File: src/design/uart_sc_pkg.sv
// Purpose: shared constants, types and helpers of the serial status block
// Assumes: 10 MHz clock, fixed bit rate
// Notes: register map sits on a 32-bit classic wishbone slave
package uart_sc_pkg;
   // timing
   localparam int CLK_PERIOD_NS = 100;
   localparam int BIT_TIME_NS = 104167;
   localparam int BIT_CYCLES = BIT_TIME_NS / CLK_PERIOD_NS;
   localparam logic [11:0] BIT_CNT_MAX = 12'(BIT_CYCLES - 1);
   localparam logic [11:0] HALF_BIT_MAX = 12'(BIT_CYCLES / 2 - 1);
   // register byte offsets
   localparam logic [3:0] OFS_STATUS = 4'h0;
   localparam logic [3:0] OFS_TX_DATA = 4'h4;
   localparam logic [3:0] OFS_RX_DATA = 4'h8;
   localparam logic [3:0] OFS_MODE = 4'hc;
   // status and control field positions
   localparam int BIT_TXSEL1 = 15;
   localparam int BIT_TX_POL = 14;
   localparam int BIT_TXSEL0 = 13;
   localparam int BIT_TX_BRK = 11;
   localparam int BIT_TX_EN = 10;
   localparam int BIT_TX_FULL = 9;
   localparam int BIT_TX_EMPTY = 8;
   localparam int BIT_RXSEL = 6;
   localparam int BIT_ADDR_EN = 5;
   localparam int BIT_RX_IDLE = 4;
   localparam int BIT_PARITY_ERROR_FLAG = 3;
   localparam int BIT_FRAMING_ERROR_FLAG = 2;
   localparam int BIT_OVERRUN_ERROR_FLAG = 1;
   localparam int BIT_RX_AVAIL = 0;
   // mode register field positions
   localparam int BIT_FMT = 0;
   localparam int BIT_IR_EN = 3;
   // reset values and sizes
   localparam logic [1:0] RX_MODE_RESET = 2'b00;
   localparam logic [2:0] FIFO_DEPTH = 3'h4;
   localparam logic [2:0] RX_LEVEL_3Q = 3'h3;
   localparam int BREAK_ZEROS = 12;
   localparam logic [3:0] FRAME_BITS_8N = 4'ha;
   localparam logic [3:0] FRAME_BITS_LONG = 4'hb;
   localparam logic [3:0] FRAME_BITS_BREAK = 4'he;
   localparam logic [3:0] RX_BITS_8N = 4'h9;
   localparam logic [3:0] RX_BITS_LONG = 4'ha;

   typedef enum logic [1:0] {
      TXI_EACH = 2'b00,
      TXI_DONE = 2'b01,
      TXI_EMPTY = 2'b10,
      TXI_RSVD = 2'b11
   } tx_irq_mode_t;

   typedef enum logic [1:0] {
      FMT_8N = 2'b00,
      FMT_8E = 2'b01,
      FMT_8O = 2'b10,
      FMT_9N = 2'b11
   } fmt_t;

   typedef struct packed {
      logic framing_error_flag;
      logic parity_error_flag;
      logic [8:0] data;
   } rx_char_t;

   // parity bit of a byte, even or odd sense
   function automatic logic parity_of(input logic [7:0] d, input logic odd);
      return (^d) ^ odd;
   endfunction
endpackage

File: src/design/serial_tx_shift.sv
// Purpose: transmit shift register, one frame per load
// Assumes: caller loads only while idle
// Notes: line output is raw, idle high
`timescale 1ns/1ps
`default_nettype none
module serial_tx_shift
   import uart_sc_pkg::*;
(
   input wire logic clk_i,
   input wire logic rst_i,
   input wire logic abort_i,
   input wire logic load_i,
   input wire logic brk_i,
   input wire logic [8:0] data_i,
   input wire fmt_t fmt_i,
   output logic busy_o,
   output logic done_o,
   output logic line_o
);
   logic [13:0] frame;
   logic [3:0] bits_left;
   logic [11:0] tick;
   logic [13:0] next_frame;
   logic [3:0] next_bits;

   // frame image for the next load, lsb first
   always_comb begin
      next_frame = {5'h1f, data_i[7:0], 1'b0};
      next_bits = FRAME_BITS_8N;
      if (brk_i) begin
         next_frame = {1'b1, {BREAK_ZEROS{1'b0}}, 1'b0};
         next_bits = FRAME_BITS_BREAK;
      end else if (fmt_i == FMT_9N) begin
         next_frame = {4'hf, data_i, 1'b0};
         next_bits = FRAME_BITS_LONG;
      end else if (fmt_i != FMT_8N) begin
         next_frame = {4'hf, parity_of(data_i[7:0], fmt_i == FMT_8O), data_i[7:0], 1'b0};
         next_bits = FRAME_BITS_LONG;
      end
   end

   // bit timing and shifting; abort drops the frame at once
   always_ff @(posedge clk_i) begin
      if (rst_i || abort_i) begin
         frame <= '1;
         bits_left <= '0;
         tick <= '0;
         busy_o <= 1'b0;
      end else if (load_i && !busy_o) begin
         frame <= next_frame;
         bits_left <= next_bits;
         tick <= '0;
         busy_o <= 1'b1;
      end else if (busy_o) begin
         if (tick == BIT_CNT_MAX) begin
            tick <= '0;
            frame <= {1'b1, frame[13:1]};
            bits_left <= bits_left - 4'h1;
            busy_o <= (bits_left != 4'h1);
         end else begin
            tick <= tick + 12'h001;
         end
      end
   end

   // one-cycle pulse once the stop bit has gone out
   always_ff @(posedge clk_i) begin
      if (rst_i || abort_i) begin
         done_o <= 1'b0;
      end else begin
         done_o <= busy_o && tick == BIT_CNT_MAX && bits_left == 4'h1;
      end
   end

   assign line_o = frame[0];
endmodule
`default_nettype wire

File: src/design/serial_rx_shift.sv
// Purpose: receive shift register with start check and mid-bit sampling
// Assumes: line idles high and is synchronous to clk_i
// Notes: emits one character pulse per frame
`timescale 1ns/1ps
`default_nettype none
module serial_rx_shift
   import uart_sc_pkg::*;
(
   input wire logic clk_i,
   input wire logic rst_i,
   input wire logic abort_i,
   input wire logic line_i,
   input wire fmt_t fmt_i,
   output logic valid_o,
   output rx_char_t char_o,
   output logic idle_o
);
   typedef enum logic [1:0] {
      RX_IDLE = 2'b00,
      RX_START = 2'b01,
      RX_BITS = 2'b10
   } rx_state_t;

   rx_state_t state;
   logic [11:0] tick;
   logic [3:0] cnt;
   logic [9:0] sh;
   logic [9:0] next_sh;
   logic [3:0] last_bit;
   rx_char_t next_char;

   // decode of the frame once its last bit lands at sh[9]
   always_comb begin
      next_sh = {line_i, sh[9:1]};
      last_bit = (fmt_i == FMT_8N) ? RX_BITS_8N - 4'h1 : RX_BITS_LONG - 4'h1;
      next_char.framing_error_flag = !line_i;
      next_char.parity_error_flag = 1'b0;
      next_char.data = {1'b0, next_sh[7:0]};
      if (fmt_i == FMT_8N) begin
         next_char.data = {1'b0, next_sh[8:1]};
      end else if (fmt_i == FMT_9N) begin
         next_char.data = next_sh[8:0];
      end else begin
         next_char.parity_error_flag = next_sh[8] != parity_of(next_sh[7:0], fmt_i == FMT_8O);
      end
   end

   // receive sequencer
   always_ff @(posedge clk_i) begin
      if (rst_i || abort_i) begin
         state <= RX_IDLE;
         tick <= '0;
         cnt <= '0;
         sh <= '0;
         valid_o <= 1'b0;
         char_o <= '0;
      end else begin
         valid_o <= 1'b0;
         unique case (state)
            RX_IDLE: begin
               tick <= '0;
               if (!line_i) begin
                  state <= RX_START;
               end
            end
            RX_START: begin
               if (tick == HALF_BIT_MAX) begin
                  tick <= '0;
                  cnt <= '0;
                  state <= line_i ? RX_IDLE : RX_BITS;
               end else begin
                  tick <= tick + 12'h001;
               end
            end
            RX_BITS: begin
               if (tick == BIT_CNT_MAX) begin
                  tick <= '0;
                  sh <= next_sh;
                  cnt <= cnt + 4'h1;
                  if (cnt == last_bit) begin
                     state <= RX_IDLE;
                     valid_o <= 1'b1;
                     char_o <= next_char;
                  end
               end else begin
                  tick <= tick + 12'h001;
               end
            end
            default: state <= RX_IDLE;
         endcase
      end
   end

   assign idle_o = (state == RX_IDLE);
endmodule
`default_nettype wire

File: src/design/uart_status_control.sv
// Purpose: status and control register of a serial port with tx/rx queues
// Assumes: classic wishbone master, one clock, synchronous reset
// Notes: interrupts are one-cycle pulses for an outside controller
//
// The implementer's own choices: register access over Wishbone and the register offsets.
`timescale 1ns/1ps
`default_nettype none
module uart_status_control
   import uart_sc_pkg::*;
(
   input wire logic clk_i,
   input wire logic rst_i,
   input wire logic wb_cyc_i,
   input wire logic wb_stb_i,
   input wire logic wb_we_i,
   input wire logic [3:0] wb_adr_i,
   input wire logic [31:0] wb_dat_i,
   input wire logic [3:0] wb_sel_i,
   output logic [31:0] wb_dat_o,
   output logic wb_ack_o,
   input wire logic serial_rx_i,
   output logic serial_tx_o,
   output logic serial_tx_oe_o,
   output logic tx_irq_o,
   output logic rx_irq_o
);
   // queue level after a push and a pop
   function automatic logic [2:0] next_level(input logic [2:0] c, input logic in, input logic out);
      return c + {2'b00, in} - {2'b00, out};
   endfunction
   logic req, wr_stb, rd_stb, wr_hi, wr_lo, wr_mode;
   tx_irq_mode_t tx_irq_mode_sel;
   logic tx_idle_polarity, tx_break_request, tx_enable_bit, en_q, en_rise;
   logic [1:0] rx_irq_mode_sel;
   logic address_detect_enable, overrun_error_flag, infrared_codec_enable;
   fmt_t data_fmt;
   logic [8:0] tx_mem [4];
   logic [1:0] tx_wp, tx_rp;
   logic [2:0] tx_count;
   logic tx_push, tx_load, tx_flush, tx_busy, tx_done, tx_line, brk_active;
   logic tx_buffer_full_flag, tx_shift_empty_flag;
   rx_char_t rx_mem [4];
   rx_char_t rx_char, rx_head;
   logic [1:0] rx_wp, rx_rp;
   logic [2:0] rx_count, rx_next;
   logic rx_valid, receiver_idle_flag, rx_accept, rx_take, rx_push, rx_pop;
   logic ovr_set, ovr_clear, rx_flush;
   logic [15:0] status_word;
   logic [31:0] read_word;
   //--------------------------------------------------------------
   // wishbone slave
   //--------------------------------------------------------------
   assign req = wb_cyc_i && wb_stb_i;
   assign wr_stb = req && wb_ack_o && wb_we_i;
   assign rd_stb = req && wb_ack_o && !wb_we_i;
   assign wr_hi = wr_stb && wb_adr_i == OFS_STATUS && wb_sel_i[1];
   assign wr_lo = wr_stb && wb_adr_i == OFS_STATUS && wb_sel_i[0];
   assign wr_mode = wr_stb && wb_adr_i == OFS_MODE && wb_sel_i[0];
   // ack one cycle after the request, dropped the cycle after
   always_ff @(posedge clk_i) begin
      if (rst_i) begin
         wb_ack_o <= 1'b0;
      end else begin
         wb_ack_o <= req && !wb_ack_o;
      end
   end
   // status word assembly
   always_comb begin
      status_word = '0;
      status_word[BIT_TXSEL1] = tx_irq_mode_sel[1];
      status_word[BIT_TX_POL] = tx_idle_polarity;
      status_word[BIT_TXSEL0] = tx_irq_mode_sel[0];
      status_word[BIT_TX_BRK] = tx_break_request;
      status_word[BIT_TX_EN] = tx_enable_bit;
      status_word[BIT_TX_FULL] = tx_buffer_full_flag;
      status_word[BIT_TX_EMPTY] = tx_shift_empty_flag;
      status_word[BIT_RXSEL +: 2] = rx_irq_mode_sel;
      status_word[BIT_ADDR_EN] = address_detect_enable;
      status_word[BIT_RX_IDLE] = receiver_idle_flag;
      status_word[BIT_PARITY_ERROR_FLAG] = rx_count != 3'h0 && rx_head.parity_error_flag;
      status_word[BIT_FRAMING_ERROR_FLAG] = rx_count != 3'h0 && rx_head.framing_error_flag;
      status_word[BIT_OVERRUN_ERROR_FLAG] = overrun_error_flag;
      status_word[BIT_RX_AVAIL] = rx_count != 3'h0;
   end
   // read decode, unmapped offsets read zero
   always_comb begin
      read_word = '0;
      unique case (wb_adr_i)
         OFS_STATUS: read_word[15:0] = status_word;
         OFS_RX_DATA: read_word[8:0] = rx_count != 3'h0 ? rx_head.data : 9'h000;
         OFS_MODE: begin
            read_word[BIT_FMT +: 2] = data_fmt;
            read_word[BIT_IR_EN] = infrared_codec_enable;
         end
         default: read_word = '0;
      endcase
   end
   // read data captured while the request waits for ack
   always_ff @(posedge clk_i) begin
      if (rst_i) begin
         wb_dat_o <= '0;
      end else if (req && !wb_ack_o) begin
         wb_dat_o <= read_word;
      end
   end

   //--------------------------------------------------------------
   // control fields
   //--------------------------------------------------------------
   // transmit controls; hardware clears break after its frame
   always_ff @(posedge clk_i) begin
      if (rst_i) begin
         tx_irq_mode_sel <= TXI_EACH;
         tx_idle_polarity <= 1'b0;
         tx_break_request <= 1'b0;
         tx_enable_bit <= 1'b0;
      end else begin
         if (tx_done && brk_active) begin
            tx_break_request <= 1'b0;
         end
         if (wr_hi) begin
            tx_irq_mode_sel <= tx_irq_mode_t'({wb_dat_i[BIT_TXSEL1], wb_dat_i[BIT_TXSEL0]});
            tx_idle_polarity <= wb_dat_i[BIT_TX_POL];
            tx_break_request <= wb_dat_i[BIT_TX_BRK];
            tx_enable_bit <= wb_dat_i[BIT_TX_EN];
         end
      end
   end
   // receive controls and mode register
   always_ff @(posedge clk_i) begin
      if (rst_i) begin
         rx_irq_mode_sel <= RX_MODE_RESET;
         address_detect_enable <= 1'b0;
         data_fmt <= FMT_8N;
         infrared_codec_enable <= 1'b0;
      end else begin
         if (wr_lo) begin
            rx_irq_mode_sel <= wb_dat_i[BIT_RXSEL +: 2];
            address_detect_enable <= wb_dat_i[BIT_ADDR_EN];
         end
         if (wr_mode) begin
            data_fmt <= fmt_t'(wb_dat_i[BIT_FMT +: 2]);
            infrared_codec_enable <= wb_dat_i[BIT_IR_EN];
         end
      end
   end

   //--------------------------------------------------------------
   // transmit queue and shifter
   //--------------------------------------------------------------
   assign tx_buffer_full_flag = tx_count == FIFO_DEPTH;
   assign tx_shift_empty_flag = !tx_busy && tx_count == 3'h0;
   assign tx_push = wr_stb && wb_adr_i == OFS_TX_DATA && wb_sel_i[0] && !tx_buffer_full_flag;
   assign tx_load = tx_enable_bit && !tx_busy && tx_count != 3'h0;
   assign tx_flush = !tx_enable_bit && en_q;
   // four-entry queue, flushed on the disabling edge
   always_ff @(posedge clk_i) begin
      if (rst_i || tx_flush) begin
         tx_wp <= '0;
         tx_rp <= '0;
         tx_count <= '0;
      end else begin
         if (tx_push) begin
            tx_mem[tx_wp] <= wb_dat_i[8:0];
            tx_wp <= tx_wp + 2'h1;
         end
         if (tx_load) begin
            tx_rp <= tx_rp + 2'h1;
         end
         tx_count <= next_level(tx_count, tx_push, tx_load);
      end
   end
   // a pending break replaces the dummy char; a load as the break ends sends data
   always_ff @(posedge clk_i) begin
      if (rst_i || !tx_enable_bit) begin
         brk_active <= 1'b0;
      end else if (tx_load) begin
         brk_active <= tx_break_request && !(tx_done && brk_active);
      end else if (tx_done) begin
         brk_active <= 1'b0;
      end
   end
   serial_tx_shift u_tx (
      .clk_i(clk_i),
      .rst_i(rst_i),
      .abort_i(!tx_enable_bit),
      .load_i(tx_load),
      .brk_i(tx_break_request && !(tx_done && brk_active)),
      .data_i(tx_mem[tx_rp]),
      .fmt_i(data_fmt),
      .busy_o(tx_busy),
      .done_o(tx_done),
      .line_o(tx_line)
   );
   // pin level and pin ownership
   always_ff @(posedge clk_i) begin
      if (rst_i) begin
         serial_tx_o <= 1'b1;
         serial_tx_oe_o <= 1'b0;
      end else begin
         serial_tx_o <= tx_line ^ tx_idle_polarity ^ infrared_codec_enable;
         serial_tx_oe_o <= tx_enable_bit;
      end
   end
   // transmit interrupt sources
   always_ff @(posedge clk_i) begin
      if (rst_i) begin
         en_q <= 1'b0;
         en_rise <= 1'b0;
         tx_irq_o <= 1'b0;
      end else begin
         en_q <= tx_enable_bit;
         en_rise <= tx_enable_bit && !en_q;
         tx_irq_o <= en_rise
            || (tx_load && tx_irq_mode_sel == TXI_EACH)
            || (tx_done && tx_count == 3'h0 && !tx_push && tx_irq_mode_sel == TXI_DONE)
            || (tx_load && tx_count == 3'h1 && !tx_push && tx_irq_mode_sel == TXI_EMPTY);
      end
   end

   //--------------------------------------------------------------
   // receive shifter and queue
   //--------------------------------------------------------------
   serial_rx_shift u_rx (
      .clk_i(clk_i),
      .rst_i(rst_i),
      .abort_i(rx_flush),
      .line_i(serial_rx_i),
      .fmt_i(data_fmt),
      .valid_o(rx_valid),
      .char_o(rx_char),
      .idle_o(receiver_idle_flag)
   );
   assign rx_accept = !(address_detect_enable && data_fmt == FMT_9N && !rx_char.data[8]);
   assign rx_take = rx_valid && rx_accept && !overrun_error_flag;
   assign rx_push = rx_take && rx_count != FIFO_DEPTH;
   assign ovr_set = rx_take && rx_count == FIFO_DEPTH;
   assign rx_pop = rd_stb && wb_adr_i == OFS_RX_DATA && rx_count != 3'h0;
   assign ovr_clear = wr_lo && !wb_dat_i[BIT_OVERRUN_ERROR_FLAG] && overrun_error_flag;
   assign rx_flush = ovr_clear && !ovr_set;
   assign rx_next = next_level(rx_count, rx_push, rx_pop);
   assign rx_head = rx_mem[rx_rp];
   // four-entry queue with error bits per character
   always_ff @(posedge clk_i) begin
      if (rst_i || rx_flush) begin
         rx_wp <= '0;
         rx_rp <= '0;
         rx_count <= '0;
      end else begin
         if (rx_push) begin
            rx_mem[rx_wp] <= rx_char;
            rx_wp <= rx_wp + 2'h1;
         end
         if (rx_pop) begin
            rx_rp <= rx_rp + 2'h1;
         end
         rx_count <= rx_next;
      end
   end
   // overrun flag, a new overflow beats a clear
   always_ff @(posedge clk_i) begin
      if (rst_i) begin
         overrun_error_flag <= 1'b0;
      end else begin
         overrun_error_flag <= ovr_set || (overrun_error_flag && !ovr_clear);
      end
   end
   // receive interrupt on every push, or in modes 10 and 11 on the level reached by a push
   always_ff @(posedge clk_i) begin
      if (rst_i) begin
         rx_irq_o <= 1'b0;
      end else begin
         rx_irq_o <= rx_push && (!rx_irq_mode_sel[1]
            || (rx_irq_mode_sel[0] && rx_next == FIFO_DEPTH)
            || (!rx_irq_mode_sel[0] && rx_next == RX_LEVEL_3Q));
      end
   end
endmodule
`default_nettype wire

File: config.mk
export PLATFORM = sky130hd
export DESIGN_NAME = uart_status_control
export DESIGN_NICKNAME = d
export VERILOG_FILES = /design/src/design/uart_sc_pkg.sv /design/src/design/serial_tx_shift.sv /design/src/design/serial_rx_shift.sv /design/src/design/uart_status_control.sv
export SDC_FILE = /design/constraint.sdc
export NUM_CORES = 1
export LEC_CHECK = 0
export ABC_AREA = 1
export BUFFER_PORTS_ARGS = -buffer_cell sky130_fd_sc_hd__buf_2
export CAP_MARGIN = 25
export CORE_MARGIN = 3
export CORE_UTILIZATION = 54
export DETAILED_ROUTE_END_ITERATION = 6
export PLACE_DENSITY = 0.76
export SYNTH_ARGS = -nofsm -noshare
export SYNTH_HDL_FRONTEND = slang
export SYNTH_SLANG_ARGS = --single-unit
File: constraint.sdc
create_clock -name clk_i -period 2.57 [get_ports clk_i]
set_input_delay 0.514 -clock clk_i [delete_from_list [all_inputs] [get_ports clk_i]]
set_output_delay 0.514 -clock clk_i [all_outputs]
set_load 0.01 [all_outputs]
=== Word-level counts from Yosys, hierarchy flattened ===
Memories as Yosys holds them, arrays and structs flattened. A register that Yosys moved wholly into a read port is not among the register bits.
Index checks and enable logic that the tools add are counted.

* Register bits after elaboration: 121
* Latch bits: 0
* Bits in writable memories: 80
* ROM bits: 0
* Output and inout port bits: 37
* Logic and storage cells: 232
* Memories kept: 2

{| class="wikitable"
|+ Memories
! memory !! depth !! width !! read ports !! clocked after memory_dff !! wr ports !! RTL line !! source
|-
| rx_mem || 4 || 11 || 1 || 1 || 1 || uart_status_control.sv:42 || <nowiki>rx_char_t rx_mem [4];</nowiki>
|-
| tx_mem || 4 || 9 || 1 || 1 || 1 || uart_status_control.sv:37 || <nowiki>logic [8:0] tx_mem [4];</nowiki>
|}

* $add $sub $neg: 12
* $mul: 0
* Div/mod/pow operators: 0
* Magnitude comparators: 0
* Eq/ne operators: 26
* Shifts and indexed selects: 0
* Multiplexer cells: 54
* Bitwise operators: 6
* Reductions and logical operators: 96

{| class="wikitable"
|+ Operator list
! cell !! number
|-
| $mux W14 || 5
|-
| $logic_and A1 B1 Y1 || 47
|-
| $mux W12 || 3
|-
| $pmux W12 S3 || 1
|-
| $mux W4 || 7
|-
| $mux W9 || 3
|-
| $add A12 B1 Y12 const B || 2
|-
| $eq A12 B11 Y1 const B || 2
|-
| $mux W1 || 18
|-
| $mux W2 || 9
|-
| $logic_not A1 Y1 || 17
|-
| $reduce_xor A8 Y1 || 2
|-
| $eq A12 B10 Y1 const B || 1
|-
| $pmux W2 S3 || 2
|-
| $reduce_bool A2 Y1 || 6
|-
| $mux W10 || 1
|-
| $pmux W5 S2 || 1
|-
| $eq A3 B3 Y1 const B || 3
|-
| $logic_or A1 B1 Y1 || 9
|-
| $reduce_bool A3 Y1 || 3
|-
| $add A2 B1 Y2 const B || 4
|-
| $eq A2 B2 Y1 const B || 4
|-
| $eq A4 B4 Y1 const B || 2
|-
| $pmux W4 S2 || 1
|-
| 28 further kinds || 41
|}

=== Logic depth before layout (Yosys ltp) ===
* Depth in word-level cells: 14
* Mapped depth: 17
* Mapped depth without buffers: 17

=== Modules after synthesis ===
A second synthesis with hierarchy kept.

* Cell total of the unflattened synthesis: 1083
* Area total of the unflattened synthesis: 9301.4 um2

{| class="wikitable"
|+ By module, submodules not included
! module !! instances !! cells each !! area an instance (um2) !! sequential area each (um2)
|-
| uart_status_control || 1 || 554 || 5599.1 || 3443.3
|-
| serial_rx_shift || 1 || 283 || 2042.0 || 780.7
|-
| serial_tx_shift || 1 || 246 || 1660.3 || 620.6
|}

=== Worst setup path before layout ===
OpenSTA, ideal clock, no wires.

* Path kind: input -> register
* Start point: in wb_we_i
* End point: reg tx_count[2]
* Library setup time: 0.070 ns
* Data arrival time: 2.502 ns
* Required time: 2.500 ns
* Slack: -0.001 ns
* Stages on the path: 12
* Cells stage by stage: nand4_1 -> nor2_1 -> inv_1 -> nor3_1 -> inv_1 -> ha_1 -> inv_1 -> ha_1 -> inv_1 -> fa_1 -> or2_2 -> a21oi_1

* Cells in the longest elaborated chain, start to end: 6

{| class="wikitable"
|+ RTL lines
! what !! RTL line !! source
|-
| start: declaration || uart_status_control.sv:15 || <nowiki>input wire logic wb_we_i,</nowiki>
|-
| $logic_and A1 B1 Y1 || uart_status_control.sv:54 || <nowiki>assign wr_stb = req && wb_ack_o && wb_we_i;</nowiki>
|-
| $logic_and A1 B1 Y1 (3 in series) || uart_status_control.sv:153 || <nowiki>assign tx_push = wr_stb && wb_adr_i == OFS_TX_DATA && wb_sel_i[0] && !tx_buffer_full_flag;</nowiki>
|-
| $add A3 B1 Y3 || uart_status_control.sv:29 || <nowiki>return c + {2'b00, in} - {2'b00, out};</nowiki>
|-
| $sub A3 B1 Y3 || uart_status_control.sv:29 ||
|-
| end signal: assignment || uart_status_control.sv:170 || <nowiki>tx_count <= next_level(tx_count, tx_push, tx_load);</nowiki>
|-
| end: declaration || uart_status_control.sv:39 || <nowiki>logic [2:0] tx_count;</nowiki>
|}

No other way between the ends.
A chain may end at the register's enable or synchronous reset.

=== Final worst setup path ===
* Start point: reg rx_count[2]
* End point: reg rx_irq_o

* Elaborated cells between the ends (all ways): 13
* Classes of those cells: add/sub: 2; eq/ne: 3; reduce/logical: 8

{| class="wikitable"
|+ RTL lines
! what !! RTL line !! source
|-
| start: declaration || uart_status_control.sv:45 || <nowiki>logic [2:0] rx_count, rx_next;</nowiki>
|-
| start signal: assignment || uart_status_control.sv:257 || <nowiki>rx_count <= rx_next;</nowiki>
|-
| $reduce_bool A3 Y1 * || uart_status_control.sv:238 || <nowiki>assign rx_pop = rd_stb && wb_adr_i == OFS_RX_DATA && rx_count != 3'h0;</nowiki>
|-
| $logic_and A1 B1 Y1 * || uart_status_control.sv:238 ||
|-
| net rx_pop || uart_status_control.sv:46 || <nowiki>logic rx_valid, receiver_idle_flag, rx_accept, rx_take, rx_push, rx_pop;</nowiki>
|-
| $sub A3 B1 Y3 * || uart_status_control.sv:29 ||
|-
| $eq A3 B3 Y1 || uart_status_control.sv:274 || <nowiki>|| (rx_irq_mode_sel[0] && rx_next == FIFO_DEPTH)</nowiki>
|-
| $logic_and A1 B1 Y1 || uart_status_control.sv:274 ||
|-
| $logic_or A1 B1 Y1 || uart_status_control.sv:274 ||
|-
| $logic_or A1 B1 Y1 * || uart_status_control.sv:275 || <nowiki>|| (!rx_irq_mode_sel[0] && rx_next == RX_LEVEL_3Q));</nowiki>
|-
| $logic_and A1 B1 Y1 * || uart_status_control.sv:273 || <nowiki>rx_irq_o <= rx_push && (!rx_irq_mode_sel[1]</nowiki>
|-
| end signal: assignment || uart_status_control.sv:273 ||
|-
| end: declaration || uart_status_control.sv:25 || <nowiki>output logic rx_irq_o</nowiki>
|}

Mark *: on every way through the listed nets, which the timed path passes. The rest lies on a longest branch.

==> implementation parameters <==
Parameter                              Value

Synth
  Fraction of synthesized cell area taken by the top area cell type    between 20% and 30%
  Sequential fraction of the synthesis area    approximately 53%
  Synthesis warning total    0
  Count of distinct cell types in the synthesized netlist    54
  Biggest area consumer among synthesized cells    dfxtp_1
  Number of flip-flops and latches in the synthesized netlist    between 200 and 250
  Post-synthesis cell area    between 9000 and 10000 sq um
  Top FF cell, synth    dfxtp_1
  Number of instances in the synthesized netlist    roughly 1.0k
  Average instance area after synthesis    between 8 and 9 sq um
  Main area contributors after synthesis    dfxtp_1 27%, edfxtp_1 26%, nand2_1 10%, inv_1 4.1%, nor2_1 3.9%
  FFs w/ async S/R, synth    0%
  Number of enable flip-flop cells after synthesis    80

Global routing
  First-pass GRT wire length    ~31000 microns
  Remaining global-route overflow    0
  Number of global-route vias before repair    approximately 6.6k
  Largest net degree at the start of global routing    27
  Initial antenna violation count    0
  Total global routing track utilization    approximately a fifth

Routing
  Count of vias placed by the detailed router    between 6k and 7k
  Drt wl/cell    ~14 microns
  Remaining antenna violation count    0
  First drt pass iteration count    5
  Vias per std cell    5.15
  Drt initial violations    480
  Post-detailed-route DRC marker count    0
  WL final    between 15000 and 20000 microns

STA
  Maximum achievable frequency    ~0.41 GHz
  TNS Setup    0 ns
  Final-report max-slew violation count    0
  Ratio of final minimum period to clock period    a little over nine tenths
  Measured slew at the worst slew-check pin    roughly 0.60 ns
  Final setup vio count    0
  Final Hold Viols    0
  Max-Slew Margin vs Limit    60.1%
  Final Worst Setup Slack    0.140 ns
  Period minus WS final    ~2.4 ns
  Largest clock skew in the final design    ~0.016 ns

Clocking
  Clock tree root driver cell    clkbuf_16
  H-tree depth    1
  Clock latency on the worst-skew pair    0.50 ns
  Number of buffers created by CTS    21
  CTS tree    built
  Number of clock sinks    between 200 and 250
  Buffer depth of the longest clock path    3
  Count of hold buffers inserted by post-cts repair    0
  Clock-pin slew on the worst setup and hold paths    about 0.060 ns

Power and ir drop
  Proportion of power drawn by flip-flops and latches    48.7%
  Total net switching power    between 1 and 1.5 mW
  Pwr Total    6.90 mW
  Switching share of total power    a little over a fifth
  Fraction of power consumed by the clock network    a little under half
  Total power density per cell area    approximately 660 nW/um^2
  Leakage power total    ~4.2 nW
  Relative contribution of combinational cells to total power    roughly 4.8%
  Internal cell power    ~5.4 mW
  Max rail drop VDD    0.660 mV

Min path
  Class of the tightest hold or removal check    in -> reg

Placement
  Worst slack at placement    -0.152 ns
  Post-Place Cells    roughly 1.3k
  PortBufs    45
  Standard cell area after detailed placement    between 9000 and 10000 sq um
  Final RePlAce weighted congestion    between 0.8 and 0.9
  Detail Placement HPWL    between 10000 and 15000 microns

Floorplanning
  Top-Level Pins    83
  Y dimension of the die    136 microns
  Initial Util    between 50% and 60%
  Core region area    16200 sq um
  Die Span X    136 microns
  Count of standard-cell rows    between 40 and 50
  Die area    roughly 19000 sq um

Worst setup path
  Kind of end point of the critical path    flip-flop
  Critical path launch point type    flip-flop
  CP arrival    between 2 and 3 ns
  Critical path peak fanout    3
  Required time worst endpoint    slightly above 3 ns
  Classification of the worst setup path    reg -> reg

Final layout
  Leading cell type in the layout, fill and taps excluded    nand2_1
  Number of inserted diodes    0
  NumNets Final    ~1.2k
  Leading cell types in the layout, fill and taps excluded    241 x nand2_1, 118 x dfxtp_1, 95 x inv_1, 94 x nor2_1, 80 x edfxtp_1
  Post-route design area    approximately 11000 sq um
  Non-filler instance count after layout    around 1.4k
  Area grow syn2layout    14.8%
  Fill cells    between 1k and 1.5k
  Ratio of cells with drive above 1 in the final layout    roughly 17%

Run
  Count of max-cap constraint violations    0

Outcome
  Outcome    completed
## timing repair
action | CTS | global route
endpoints found under the setup margin | 0 | 2
resized for setup | 0 | 22
endpoints found under the hold margin | 0 | 0
setup buffers | 0 | 5
## synth_stat cells, types with 7 or more instances
cell type  instances
xnor2_1           10
o21ai_0           44
dfxtp_1          122
nor2_1            96
inv_1             99
xor2_1            14
nand3_1           37
nand2_1          244
nor3_1            17
a22oi_1           10
nand3_2            7
a21oi_1           71
o22ai_1           15
clkbuf_1          10
nand4_1           12
buf_4             19
nand2_2           19
inv_2             15
ha_1              23
edfxtp_1          80
## worst max-delay path: stages, from the launching register on
cell      delay [ns]
dfxtp_4         0.35
nor3_4          0.22
nor2_2          0.07
nand2_1         0.08
inv_2           0.04
nand2_2         0.07
inv_2           0.04
ha_1            0.26
inv_1           0.06
ha_2            0.16
inv_2           0.04
fa_1            0.59
nand3_1         0.10
o211ai_1        0.19
nand2_1         0.07
inv_1           0.05
## registers in the layout (all words and copies together), names as in the netlist, 9 cells and up, named ones only
signal and flops:
tx_mem 36, u_rx.sh 9, u_tx.frame 13, u_rx.char_o 11
u_tx.tick 12, u_rx.tick 12, wb_dat_o 15, rx_mem 44
## per-layer routing
metal / vias up / routed length [microns] / track usage (%)
met4: 0 / 474 / 5.88
met1: 3232 / 8170 / 26.6
li1: 3576 / - / -
met2: 124 / 9720 / 36.8
met3: 33 / 701 / 2.89
met5: - / 0 / 0
## through the flow
stage	hold slack (ns)	utilization, %
floorplan	0.421	-
global placement	0.437	59.7
detailed placement	0.435	59.7
CTS	0.226	64.2
global route	0.235	64.8
finish	0.245	64.8
## power groups by stage
stage / registers [mW] / clock network, mW / logic [mW]
2_1_floorplan: 3.43 / 0 / 0.262
3_3_place_gp: 3.43 / 0 / 0.329
3_5_place_dp: 3.43 / 0 / 0.332
4_1_cts: 3.36 / 3.26 / 0.334
5_1_grt: 3.36 / 3.38 / 0.380
6_report: 3.36 / 3.20 / 0.333
## cells by family (layout without fill, tap and decap cells)
logic type	after synthesis	after routing	synth area share (%)
and+or+nand+nor	457	457	22.3
DFF	202	202	52.9
AOI/OAI and AO/OA	174	174	11.1
buffers and inverters	158	237	7.84
adders and majority gates	25	25	3.58
xor gates and xnor gates	24	24	2.29
other	1	17	0.0409
## area by class of cell
type,instances,area [sq um],share of cell area [%]
Inverter,116,435,4.14
Clock buffer,29,617,5.86
Tap cell,216,270,2.57
Multi-Input combinational cell,697,3710,35.3
Timing Repair Buffer,83,510,4.85
Sequential cell,202,4850,46.1
Clock inverter,9,121,1.15
## final timing paths
kind	from	cells past startpoint	slack, ns	endpoint
worst max-delay path	rx_count[2]	15	0.14	rx_irq_o
worst min register to register	u_tx.frame[4]	2	0.46	u_tx.frame[4]
worst max register to register	rx_count[2]	15	0.14	rx_irq_o
worst min-delay path	wb_dat_i[2]	1	0.24	tx_mem[3][2]
Note: power is estimated with default switching activity, not from simulation.
